[src/snl_defines.svh]
`ifndef SNL_DEFINES_SVH
`define SNL_DEFINES_SVH

// column map, byte offsets inside one page
`define SNL_COL_W       12
`define SNL_COL_LAST    12'h87f
`define SNL_SPARE_BASE  12'h800
`define SNL_SPARE_WR    12'h840

// row map
`define SNL_ROW_W       18
`define SNL_PAGE_MSB    5
`define SNL_BLK_LSB     6
`define SNL_BLK_MSB     17

// slices per byte minus one, per lane mode
`define SNL_LAST_X1     3'h7
`define SNL_LAST_X2     3'h3
`define SNL_LAST_X4     3'h1

// protect bits {complement, range invert, bp2, bp1, bp0}
`define SNL_PROT_W      5
`define SNL_PROT_RST    5'h00

// pin synchroniser: {csB, sclk, lane3..lane0}
`define SNL_SYNC_W      6
`define SNL_SYNC_RST    6'h2c

`endif

[src/snl_pkg.sv]
package snl_pkg;

  typedef enum logic [1:0] {
    LANE_X1,
    LANE_X2,
    LANE_X4,
    LANE_X4_DTR
  } snl_lane_t;

  typedef enum logic [1:0] {
    ST_IDLE,
    ST_ACTIVE,
    ST_PAUSED
  } snl_state_t;

endpackage : snl_pkg

[src/snl_addr_check.sv]
`timescale 1ns/1ps
`include "snl_defines.svh"
module snl_addr_check (
  input  wire logic [`SNL_COL_W-1:0] columnAddress,
  input  wire logic [`SNL_ROW_W-1:0] rowAddress,
  input  wire logic                  eccEnable,
  output logic                       colValid,
  output logic                       colWritable,
  output logic [`SNL_PAGE_MSB:0]     pageSel,
  output logic [`SNL_BLK_MSB-`SNL_BLK_LSB:0] blockSel
);
  assign colValid    = columnAddress <= `SNL_COL_LAST;
  // upper spare half holds ecc parity while ecc is on
  assign colWritable = colValid &&
    (!eccEnable || columnAddress < `SNL_SPARE_WR);
  assign pageSel  = rowAddress[`SNL_PAGE_MSB:0];
  assign blockSel = rowAddress[`SNL_BLK_MSB:`SNL_BLK_LSB];
endmodule : snl_addr_check

[src/snl_link.sv]
// Behaviour
// - only clock modes 0 and 3 supported
// - sample on sclk rise, shift on fall
// - idle whenever chip select is high
// - dual mode uses lanes 0 and 1
// - quad mode adds protect and pause lanes
// - dtr quad output changes on both edges
// - dtr quad needs quad enable set
// - pause works only with quad enable clear
// - pause stops link, not array operations
// - pause starts on pause low, sclk low
// - pause ends on pause high, sclk low
// - paused: output tristate, input and sclk ignored
// - deselect while paused resets interface
// - lock plus protect pin low refuses changes
// - protect pin effective only without quad enable
// - column is 12 bits, valid to 2175
// - row low six bits page, rest block
// - ecc on: upper 64 spare bytes unwritable
// - ecc off: all 128 spare bytes writable
`timescale 1ns/1ps
`include "snl_defines.svh"
module snl_link
  import snl_pkg::*;
(
  input  wire logic                  clk,
  input  wire logic                  rst_b,
  input  wire logic                  csB,
  input  wire logic                  sclk,
  input  wire logic                  ioLane0In,
  input  wire logic                  ioLane1In,
  input  wire logic                  ioLane2In,
  input  wire logic                  ioLane3In,
  output logic                       ioLane0Out,
  output logic                       ioLane1Out,
  output logic                       ioLane2Out,
  output logic                       ioLane3Out,
  output logic                       ioLane0Oe,
  output logic                       ioLane1Oe,
  output logic                       ioLane2Oe,
  output logic                       ioLane3Oe,
  input  wire logic                  quadEnableBit,
  input  snl_lane_t                  laneMode,
  input  wire logic                  txEn,
  input  wire logic [7:0]            txByte,
  output logic                       txTake,
  output logic [7:0]                 rxByte,
  output logic                       rxValid,
  output logic                       clkMode3,
  output logic                       linkIdle,
  output logic                       linkPaused,
  output logic                       dtrReject,
  input  wire logic                  protectBitsLock,
  input  wire logic                  protWrReq,
  input  wire logic [`SNL_PROT_W-1:0] protWrData,
  output logic [`SNL_PROT_W-1:0]     protBits,
  output logic                       protRefused,
  input  wire logic                  eccEnable,
  input  wire logic [`SNL_COL_W-1:0] columnAddress,
  input  wire logic [`SNL_ROW_W-1:0] rowAddress,
  output logic                       colValid,
  output logic                       colWritable,
  output logic [`SNL_PAGE_MSB:0]     pageSel,
  output logic [`SNL_BLK_MSB-`SNL_BLK_LSB:0] blockSel
);

  function automatic logic [2:0] lastSlice(snl_lane_t m);
    unique case (m)
      LANE_X1:     lastSlice = `SNL_LAST_X1;
      LANE_X2:     lastSlice = `SNL_LAST_X2;
      LANE_X4:     lastSlice = `SNL_LAST_X4;
      LANE_X4_DTR: lastSlice = `SNL_LAST_X4;
    endcase
  endfunction : lastSlice

  logic [`SNL_SYNC_W-1:0] syncQ;
  logic       csS;
  logic       sclkS;
  logic [3:0] lanesS;
  logic       sclkPrev_r;
  logic       sclkRise;
  logic       sclkFall;
  snl_lane_t  effMode;
  logic       pauseOk;
  logic       holdLevel;
  logic       hwLocked;

  snl_sync #(.W(`SNL_SYNC_W), .RST(`SNL_SYNC_RST)) u_sync (
    .clk   (clk),
    .rst_b (rst_b),
    .d     ({csB, sclk, ioLane3In, ioLane2In, ioLane1In, ioLane0In}),
    .q     (syncQ)
  );

  assign csS       = syncQ[5];
  assign sclkS     = syncQ[4];
  assign lanesS    = syncQ[3:0];
  assign sclkRise  = sclkS && !sclkPrev_r;
  assign sclkFall  = !sclkS && sclkPrev_r;
  assign holdLevel = lanesS[3];
  assign pauseOk   = !quadEnableBit;
  // with quad enable set the protect pin is plain data
  assign hwLocked  = protectBitsLock && !lanesS[2] &&
                     !quadEnableBit;
  // refused dtr falls back to single lane
  assign effMode = (laneMode == LANE_X4_DTR && !quadEnableBit) ?
                   LANE_X1 : laneMode;

  always_ff @(posedge clk) begin
    if (!rst_b) begin
      sclkPrev_r <= 1'h0;
    end else begin
      sclkPrev_r <= sclkS;
    end
  end

  // link state
  snl_state_t state_r;
  snl_state_t state_nxt;
  logic       mode3_r;
  logic       mode3_nxt;
  logic       dtrRej_r;
  logic       dtrRej_nxt;

  always_comb begin
    state_nxt  = state_r;
    mode3_nxt  = mode3_r;
    dtrRej_nxt = laneMode == LANE_X4_DTR && !quadEnableBit;
    unique case (state_r)
      ST_IDLE: begin
        // rest level of sclk at select tells mode 0 from 3
        if (!csS) begin
          state_nxt = ST_ACTIVE;
          mode3_nxt = sclkS;
        end
      end
      ST_ACTIVE: begin
        if (csS) begin
          state_nxt = ST_IDLE;
        end else if (pauseOk && !holdLevel && !sclkS) begin
          state_nxt = ST_PAUSED;
        end
      end
      ST_PAUSED: begin
        if (csS) begin
          state_nxt = ST_IDLE;
        end else if (!pauseOk || (holdLevel && !sclkS)) begin
          state_nxt = ST_ACTIVE;
        end
      end
      default: state_nxt = ST_IDLE;
    endcase
  end

  always_ff @(posedge clk) begin
    if (!rst_b) begin
      state_r  <= ST_IDLE;
      mode3_r  <= 1'h0;
      dtrRej_r <= 1'h0;
    end else begin
      state_r  <= state_nxt;
      mode3_r  <= mode3_nxt;
      dtrRej_r <= dtrRej_nxt;
    end
  end

  // receive shifter; rx counter freezes while paused
  logic       rxEdge;
  logic [7:0] rxSh_r;
  logic [7:0] rxSh_nxt;
  logic [2:0] rxCnt_r;
  logic [2:0] rxCnt_nxt;
  logic [7:0] rxByte_r;
  logic [7:0] rxByte_nxt;
  logic       rxValid_r;
  logic       rxValid_nxt;
  logic       txOn_r;

  assign rxEdge = state_r == ST_ACTIVE && sclkRise &&
                  !txOn_r;

  always_comb begin
    rxSh_nxt    = rxSh_r;
    rxCnt_nxt   = rxCnt_r;
    rxByte_nxt  = rxByte_r;
    rxValid_nxt = 1'h0;
    if (csS) begin
      rxCnt_nxt = 3'h0;
    end else if (rxEdge) begin
      unique case (effMode)
        LANE_X1: rxSh_nxt = {rxSh_r[6:0], lanesS[0]};
        LANE_X2: rxSh_nxt = {rxSh_r[5:0], lanesS[1:0]};
        LANE_X4, LANE_X4_DTR:
          rxSh_nxt = {rxSh_r[3:0], lanesS};
      endcase
      if (rxCnt_r == lastSlice(effMode)) begin
        rxCnt_nxt   = 3'h0;
        rxByte_nxt  = rxSh_nxt;
        rxValid_nxt = 1'h1;
      end else begin
        rxCnt_nxt = rxCnt_r + 3'h1;
      end
    end
  end

  always_ff @(posedge clk) begin
    if (!rst_b) begin
      rxSh_r    <= 8'h00;
      rxCnt_r   <= 3'h0;
      rxByte_r  <= 8'h00;
      rxValid_r <= 1'h0;
    end else begin
      rxSh_r    <= rxSh_nxt;
      rxCnt_r   <= rxCnt_nxt;
      rxByte_r  <= rxByte_nxt;
      rxValid_r <= rxValid_nxt;
    end
  end

  // transmit shifter
  logic       txEdge;
  logic       txOn_nxt;
  logic [7:0] txSh_r;
  logic [7:0] txSh_nxt;
  logic [2:0] txCnt_r;
  logic [2:0] txCnt_nxt;
  logic       txTake_r;
  logic       txTake_nxt;
  logic [3:0] laneOut_r;
  logic [3:0] laneOut_nxt;
  logic [3:0] laneOe;

  // dtr adds the rising edge once a byte is on the lanes
  assign txEdge = state_r == ST_ACTIVE && (sclkFall ||
    (effMode == LANE_X4_DTR && sclkRise && txOn_r));

  always_comb begin
    txOn_nxt   = txOn_r;
    txSh_nxt   = txSh_r;
    txCnt_nxt  = txCnt_r;
    txTake_nxt = 1'h0;
    if (csS || !txEn) begin
      txOn_nxt  = 1'h0;
      txCnt_nxt = 3'h0;
    end else if (txEdge) begin
      if (!txOn_r || txCnt_r == lastSlice(effMode)) begin
        txSh_nxt   = txByte;
        txCnt_nxt  = 3'h0;
        txOn_nxt   = 1'h1;
        txTake_nxt = 1'h1;
      end else begin
        txCnt_nxt = txCnt_r + 3'h1;
        unique case (effMode)
          LANE_X1: txSh_nxt = {txSh_r[6:0], 1'h0};
          LANE_X2: txSh_nxt = {txSh_r[5:0], 2'h0};
          LANE_X4, LANE_X4_DTR: txSh_nxt = {txSh_r[3:0], 4'h0};
        endcase
      end
    end
    unique case (effMode)
      LANE_X1: laneOut_nxt = {2'h0, txSh_nxt[7], 1'h0};
      LANE_X2: laneOut_nxt = {2'h0, txSh_nxt[7:6]};
      LANE_X4, LANE_X4_DTR:
        laneOut_nxt = txSh_nxt[7:4];
    endcase
  end

  always_ff @(posedge clk) begin
    if (!rst_b) begin
      txOn_r    <= 1'h0;
      txSh_r    <= 8'h00;
      txCnt_r   <= 3'h0;
      txTake_r  <= 1'h0;
      laneOut_r <= 4'h0;
    end else begin
      txOn_r    <= txOn_nxt;
      txSh_r    <= txSh_nxt;
      txCnt_r   <= txCnt_nxt;
      txTake_r  <= txTake_nxt;
      laneOut_r <= laneOut_nxt;
    end
  end

  // pause cuts the drivers and stops both shifters; the array side never sees it
  always_comb begin
    laneOe = 4'h0;
    if (state_r == ST_ACTIVE && txOn_r && !csS) begin
      unique case (effMode)
        LANE_X1: laneOe = 4'h2;
        LANE_X2: laneOe = 4'h3;
        LANE_X4, LANE_X4_DTR: laneOe = 4'hf;
      endcase
    end
  end

  // protect bits
  logic [`SNL_PROT_W-1:0] prot_r;
  logic [`SNL_PROT_W-1:0] prot_nxt;
  logic                   protRef_r;
  logic                   protRef_nxt;

  always_comb begin
    prot_nxt    = prot_r;
    protRef_nxt = 1'h0;
    if (protWrReq) begin
      if (hwLocked) begin
        protRef_nxt = 1'h1;
      end else begin
        prot_nxt = protWrData;
      end
    end
  end

  always_ff @(posedge clk) begin
    if (!rst_b) begin
      prot_r    <= `SNL_PROT_RST;
      protRef_r <= 1'h0;
    end else begin
      prot_r    <= prot_nxt;
      protRef_r <= protRef_nxt;
    end
  end

  // address check, registered
  logic       colValid_nxt;
  logic       colWr_nxt;
  logic [`SNL_PAGE_MSB:0] page_nxt;
  logic [`SNL_BLK_MSB-`SNL_BLK_LSB:0] block_nxt;
  logic       colValid_r;
  logic       colWr_r;
  logic [`SNL_PAGE_MSB:0] page_r;
  logic [`SNL_BLK_MSB-`SNL_BLK_LSB:0] block_r;

  snl_addr_check u_addr (
    .columnAddress (columnAddress),
    .rowAddress    (rowAddress),
    .eccEnable     (eccEnable),
    .colValid      (colValid_nxt),
    .colWritable   (colWr_nxt),
    .pageSel       (page_nxt),
    .blockSel      (block_nxt)
  );

  always_ff @(posedge clk) begin
    if (!rst_b) begin
      colValid_r <= 1'h0;
      colWr_r    <= 1'h0;
      page_r     <= '0;
      block_r    <= '0;
    end else begin
      colValid_r <= colValid_nxt;
      colWr_r    <= colWr_nxt;
      page_r     <= page_nxt;
      block_r    <= block_nxt;
    end
  end

  assign {ioLane3Out, ioLane2Out, ioLane1Out, ioLane0Out} = laneOut_r;
  assign {ioLane3Oe, ioLane2Oe, ioLane1Oe, ioLane0Oe}     = laneOe;
  assign txTake      = txTake_r;
  assign rxByte      = rxByte_r;
  assign rxValid     = rxValid_r;
  assign clkMode3    = mode3_r;
  assign linkIdle    = state_r == ST_IDLE;
  assign linkPaused  = state_r == ST_PAUSED;
  assign dtrReject   = dtrRej_r;
  assign protBits    = prot_r;
  assign protRefused = protRef_r;
  assign colValid    = colValid_r;
  assign colWritable = colWr_r;
  assign pageSel     = page_r;
  assign blockSel    = block_r;
endmodule : snl_link

[src/snl_sync.sv]
`timescale 1ns/1ps
module snl_sync #(
  parameter int           W   = 1,
  parameter logic [W-1:0] RST = {W{1'h0}}
) (
  input  wire logic         clk,
  input  wire logic         rst_b,
  input  wire logic [W-1:0] d,
  output logic      [W-1:0] q
);
  logic [W-1:0] meta_r;

  // meta_r feeds only the second stage
  always_ff @(posedge clk) begin
    if (!rst_b) begin
      meta_r <= RST;
      q      <= RST;
    end else begin
      meta_r <= d;
      q      <= meta_r;
    end
  end
endmodule : snl_sync

[config.mk]
export PLATFORM = sky130hd
export DESIGN_NAME = snl_link
export DESIGN_NICKNAME = d
export VERILOG_FILES = /design/src/snl_pkg.sv /design/src/snl_addr_check.sv /design/src/snl_link.sv /design/src/snl_sync.sv
export VERILOG_INCLUDE_DIRS = /design/src
export SDC_FILE = /design/constraint.sdc
export NUM_CORES = 1
export LEC_CHECK = 0
export ABC_AREA = 1
export BUFFER_PORTS_ARGS = -buffer_cell sky130_fd_sc_hd__buf_2
export CAP_MARGIN = 20
export CORE_ASPECT_RATIO = 0.9
export CORE_MARGIN = 3
export CORE_UTILIZATION = 40
export DETAILED_ROUTE_END_ITERATION = 7
export GPL_TIMING_DRIVEN = 0
export PLACE_DENSITY_LB_ADDON = 0.3
export SKIP_LAST_GASP = 1
export SYNTH_ARGS = -nofsm -noshare
export SYNTH_HDL_FRONTEND = slang
export SYNTH_SLANG_ARGS = --single-unit
[constraint.sdc]
create_clock -name clk -period 2.17 [get_ports clk]
set_input_delay 0.434 -clock clk [delete_from_list [all_inputs] [get_ports clk]]
set_output_delay 0.434 -clock clk [all_outputs]
set_load 0.01 [all_outputs]
== Word-level counts from Yosys, hierarchy flattened ==
Cells that the tools add are included.

* Bits in registers: 79
* Bits of input ports: 58
* Output and inout port bits: 48
* Logic and storage cells: 113

* $add $sub $neg: 2
* $lt $le $gt $ge: 2
* Equality and inequality tests: 11
* Muxes and demuxes: 25
* Bitwise operators: 6
* Reduce and logical (&&, ||, !) cells: 45

{| class="wikitable"
|+ Operators with widths
! operator !! number
|-
| $pmux W8 S3 || 2
|-
| $mux W8 || 3
|-
| $pmux W4 S3 || 2
|-
| $mux W3 || 6
|-
| $logic_and A1 B1 Y1 || 16
|-
| $le A12 B12 Y1 const B || 1
|-
| $lt A12 B12 Y1 const B || 1
|-
| $mux W2 || 6
|-
| $reduce_and A2 Y1 || 6
|-
| $logic_not A1 Y1 || 9
|-
| $pmux W3 S3 || 1
|-
| $eq A2 B2 Y1 const B || 4
|-
| $add A3 B1 Y3 const B || 2
|-
| $eq A3 B3 Y1 || 2
|-
| $not A1 Y1 || 6
|-
| $pmux W2 S3 || 1
|-
| $reduce_and A3 Y1 || 2
|-
| $reduce_or A2 Y1 || 3
|-
| $reduce_or A3 Y1 || 2
|-
| $logic_or A1 B1 Y1 || 5
|-
| $eq A2 B1 Y1 const B || 2
|-
| $logic_not A2 Y1 || 2
|-
| $mux W4 || 1
|-
| $mux W1 || 3
|-
| other kinds (3) || 3
|}

== Longest topological paths before layout ==
* Depth after elaboration: 16
* Mapped depth: 13
* Mapped depth without buffers: 13

== By module ==
Synthesis repeated with hierarchy kept, for this count alone.

* Cell total of the unflattened synthesis: 436
* Area total of the unflattened synthesis: 3276.9 µm²

{| class="wikitable"
|+ By module, submodules not included
! module !! instances !! cells an instance !! area each (µm²) !! seq. area each (µm²)
|-
| snl_link || 1 || 374 || 2767.7 || 1341.3
|-
| snl_sync || 1 || 37 || 341.6 || 240.2
|-
| snl_addr_check || 1 || 25 || 167.7 || 0.0
|}

== Worst setup path after synthesis ==
OpenSTA, ideal clock, no wires.

* Path type: input-to-output
* Start point: in laneMode[1]
* End point: out ioLane0Oe
* Data arrival time: 1.474 ns
* Data required time: 1.736 ns
* Slack: 0.262 ns
* Cell stages on the path: 7
* Buffers on the path: 2
* Cell sequence: buf_2 -> nor2_4 -> inv_2 -> nand2_2 -> buf_2 -> inv_2 -> nor3_1

* Word-level cells in the longest chain between the ends: 7
* Elaborated cells on any way between the ends: 10
* Classes of those cells: 4 x eq/ne; 3 x mux; 3 x reduce/logical

{| class="wikitable"
|+ RTL lines
! what !! RTL line !! RTL
|-
| from (decl) || snl_link.sv:43 || <nowiki>input snl_lane_t laneMode,</nowiki>
|-
| $eq A2 B2 Y1 || snl_link.sv:106 || <nowiki>assign effMode = (laneMode == LANE_X4_DTR && !quadEnableBit) ?</nowiki>
|-
| $logic_and A1 B1 Y1 || snl_link.sv:106 ||
|-
| $mux W2 (*) || snl_link.sv:106 ||
|-
| $eq A2 B2 Y1 || snl_link.sv:288 || <nowiki>unique case (effMode)</nowiki>
|-
| $reduce_or A2 Y1 (no line) || -- ||
|-
| $pmux W4 S3 (*) || snl_link.sv:288 ||
|-
| $mux W4 (*) || snl_link.sv:287 || <nowiki>if (state_r == ST_ACTIVE && txOn_r && !csS) begin</nowiki>
|-
| to (decl) || snl_link.sv:38 || <nowiki>output logic ioLane0Oe,</nowiki>
|}

Every way passes the cells marked *; elsewhere a longest branch is shown, timed or not. The select of a mux whose other input is x is not followed.

== Final worst setup path ==
* Start point: reg state_r[0]
* End point: out ioLane3Oe

* Word-level cells in the longest chain between the ends: 4

{| class="wikitable"
|+ RTL lines
! what !! RTL line !! RTL
|-
| from (decl) || snl_link.sv:118 || <nowiki>snl_state_t state_r;</nowiki>
|-
| from (signal assigned) || snl_link.sv:161 || <nowiki>state_r <= state_nxt;</nowiki>
|-
| $eq A2 B1 Y1 || snl_link.sv:287 ||
|-
| $logic_and A1 B1 Y1 (2 in series) || snl_link.sv:287 ||
|-
| $mux W4 || snl_link.sv:287 ||
|-
| to (decl) || snl_link.sv:41 || <nowiki>output logic ioLane3Oe,</nowiki>
|}

Every way passes these cells.

==> impl_metrics.csv <==
group,metric,value,unit
run_status,status,"completed",
timing,timing.hold.ws,0.264,ns
worst_setup_path,cp-startpoint,"state_r[0]",
worst_setup_path,critPathRequiredTime,1.74,ns
logic_synthesis,synth_area,3110,um^2
clocking,cts_hold_buf,0,
min_path,min-delay-start,"rowAddress[14]",
worst_setup_path,crit_family,"buffers and inverters",
grt,antenna_found_initial,0,
timing,final.setup.tns,0,ns
logic_synthesis,yosysWarnings,0,
worst_setup_path,worst-path-buf-inv,5,
grt,grt_max_degree,14,
logic_synthesis,synthArstFlopShare,0,
timing,worstMarginPinSlew,0.524,ns
clocking,ctsRootBufferMaster,"clkbuf_8",
logic_synthesis,ys_ff_latch,79,
pwr,power_density,691,nW/um^2
grt,grt_pass1_vias,2743,
worst_setup_path,timing.rr.start,"state_r[0]",
detailed_routing,ant_nets,0,
logic_synthesis,syn-mean-instance-area,7.57,um^2
placement,dpl.hpwl,5.52,mm
logic_synthesis,synth_most_common_cell,"nand2_1",
floorplan,die_height,89.6,um
worst_setup_path,cp-end-kind,"output pin",
floorplan,die_area,8870,um^2
worst_setup_path,cpPeakStageDelay,0.37,ns
floorplan,rows,29,
cells_and_area,fillers,730,
worst_setup_path,crit_fanout,5,
detailed_routing,drt_iter0_markers,139,
cells_and_area,final_nets,581,
logic_synthesis,seq_area_frac_synth,0.509,
placement,port_buffers,97,
grt,grt_usage,0.170,
logic_synthesis,synth_edf_count,0,
detailed_routing,drc,0,
detailed_routing,dr.pass1.iters,4,
timing,final_max_slew_viol_count,0,
logic_synthesis,ys_types,35,
pwr,leakage,2.02,nW
floorplan,die_w,98.9,um
floorplan,core_area,7290,um^2
logic_synthesis,synth_top_area_share,0.509,
flow_run,drv_cap,0,
cells_and_area,insertedDiodeCount,0,
timing,finClkSkew,0.0118,ns
placement,gp_congestion,0.887,
timing,relSlewSlack,0.651,
timing,max_freq,0.499,GHz
logic_synthesis,synth_nets,471,
clocking,cts_tree,"built",
clocking,clock-sinks,79,
detailed_routing,post_drt_wl_per_cell,11.7,um
worst_setup_path,crit_chain,"inv_1 -> nor2_1 -> inv_1 -> nor2_1 -> inv_1 -> nor3_2 -> buf_4 -> buf_2",
floorplan,ioPinCount,106,
clocking,clock_latency,0.34,ns
detailed_routing,wirelength,7.23,mm
worst_setup_path,arrival,1.57,ns
logic_synthesis,synth_cells,411,
logic_synthesis,yosys-top-cells-count,"nand2_1, dfxtp_1, inv_1, nor2_1, a21oi_1",
worst_setup_path,worstSetupPathType,"register to output pin",
cells_and_area,drive_above_1_share,0.263,
logic_synthesis,synthFlopType,"dfxtp_1",
detailed_routing,via_count,2940,
clocking,h-tree-depth,3,
worst_setup_path,cp_common_cell,"inv_1",
grt,grt-ovfl-total,0,
worst_setup_path,start_kind,"register",
timing,rsz0062_at_grt,"true",
timing,period_needed,2.01,ns
cells_and_area,syn2layout_area_growth,26.0,%
timing,finalCritPeriodShare,0.924,
timing,finalHoldViolCount,0,
grt,grt_pass1_wl,12.2,mm
min_path,worstHoldPathType,"input port to register",
detailed_routing,drt-vias-per-instance,4.76,
worst_setup_path,cp_slowest_cell,"dfxtp_1",
floorplan,start_util,0.426,
pwr,peakVddDrop,0.379,mV
clocking,cts_buffers,9,
clocking,cts.path.max_buffers,2,
clocking,clkTransAtPathRegs,0.08,ns
logic_synthesis,synthTopCellsByArea,"dfxtp_1, nand2_1, inv_1",
logic_synthesis,synth_top_cell_by_area,"dfxtp_1",
timing,setup_viol,0,
[metrics by stage]
stage | setup slack (ns) | util | cell area (um^2) | cells | total power, mW
after CTS | 0.0667 | 0.535 | 3900 | 617 | 2.74
after global routing | -0.0273 | 0.537 | 3920 | 618 | 2.84
final | 0.165 | 0.537 | 3920 | 618 | 2.71
after global placement | -0.0369 | 0.509 | 3710 | 601 | 1.75
after floorplan | 0.262 | - | 3110 | 411 | 1.65
after detailed placement | -0.0406 | 0.509 | 3710 | 601 | 1.75
[flip-flops by register name, summed over array words and instances (netlist names), 4 cells and up]
name           flops
blockSel          12
laneOut_r          4
pageSel            6
protBits           5
rxByte             8
rxSh_r             7
txSh_r             8
u_sync.meta_r      6
u_sync.q           6
[repair_timing]
| item | 4_1_cts | 5_1_grt |
|---|---|---|
| pin swaps | 1 | 1 |
| buffers inserted | 1 | 2 |
| gates resized for setup | 0 | 3 |
| setup endpoints to repair | 1 | 7 |
[power breakdown]
part	internal [mW]	switching [mW]	total (mW)
Clock	0.473	0.510	0.983
Sequential	1.49	0.0125	1.50
Combinational	0.0907	0.131	0.221
Total	2.05	0.653	2.71
[cells in the final DEF, fill, tap and decap left out, types with 7 or more instances in the layout]
cell / count
buf_2: 98
nand2_1: 90
dfxtp_1: 79
inv_1: 68
nor2_1: 38
a21oi_1: 27
nand3_1: 26
o21ai_0: 19
clkbuf_8: 11
clkbuf_1: 8
or2_2: 7
[worst paths after layout]
check	slack [ns]	endpoint	depth (start not counted)
hold reg to reg	0.41	u_sync.q[1]	2
hold / removal	0.26	blockSel[8]	3
setup / recovery	0.16	ioLane3Oe	8
setup reg to reg	0.34	rxByte[6]	7
[kinds of logic (layout without fill, tap and decap cells)]
group	count (synthesis)	count (layout)	synth area share
xor gates and xnor gates	2	2	0.00563
DFF	79	79	0.509
AOI/OAI and AO/OA	69	69	0.131
buffers and inverters	85	199	0.105
adders and majority gates	2	2	0.00805
and+or+nand+nor	174	174	0.242
[final cells by class]
type	instances	area [um^2]	area share
inverter	73	274	0.0699
sequential	79	1580	0.404
timing repair buffer	100	508	0.130
multi-input combinational	247	1210	0.308
buffer	11	47.5	0.0121
clock inverter	4	31.3	0.00798
tap	93	116	0.0297
clock buffer	11	151	0.0386
[layer usage]
layer	track usage	vias up	wire length, um
li1	-	1515	-
met3	0.0602	11	575
met4	0.0670	0	94
met5	0	-	0
met1	0.196	1316	3070
met2	0.294	98	3490
[tightest hold or removal path, delay by kind of cell]
family | cells | cell delay (ns)
and+or+nand+nor | 1 | 0.04
buffers and inverters | 2 | 0.11
(Power assumes the default switching activity.)
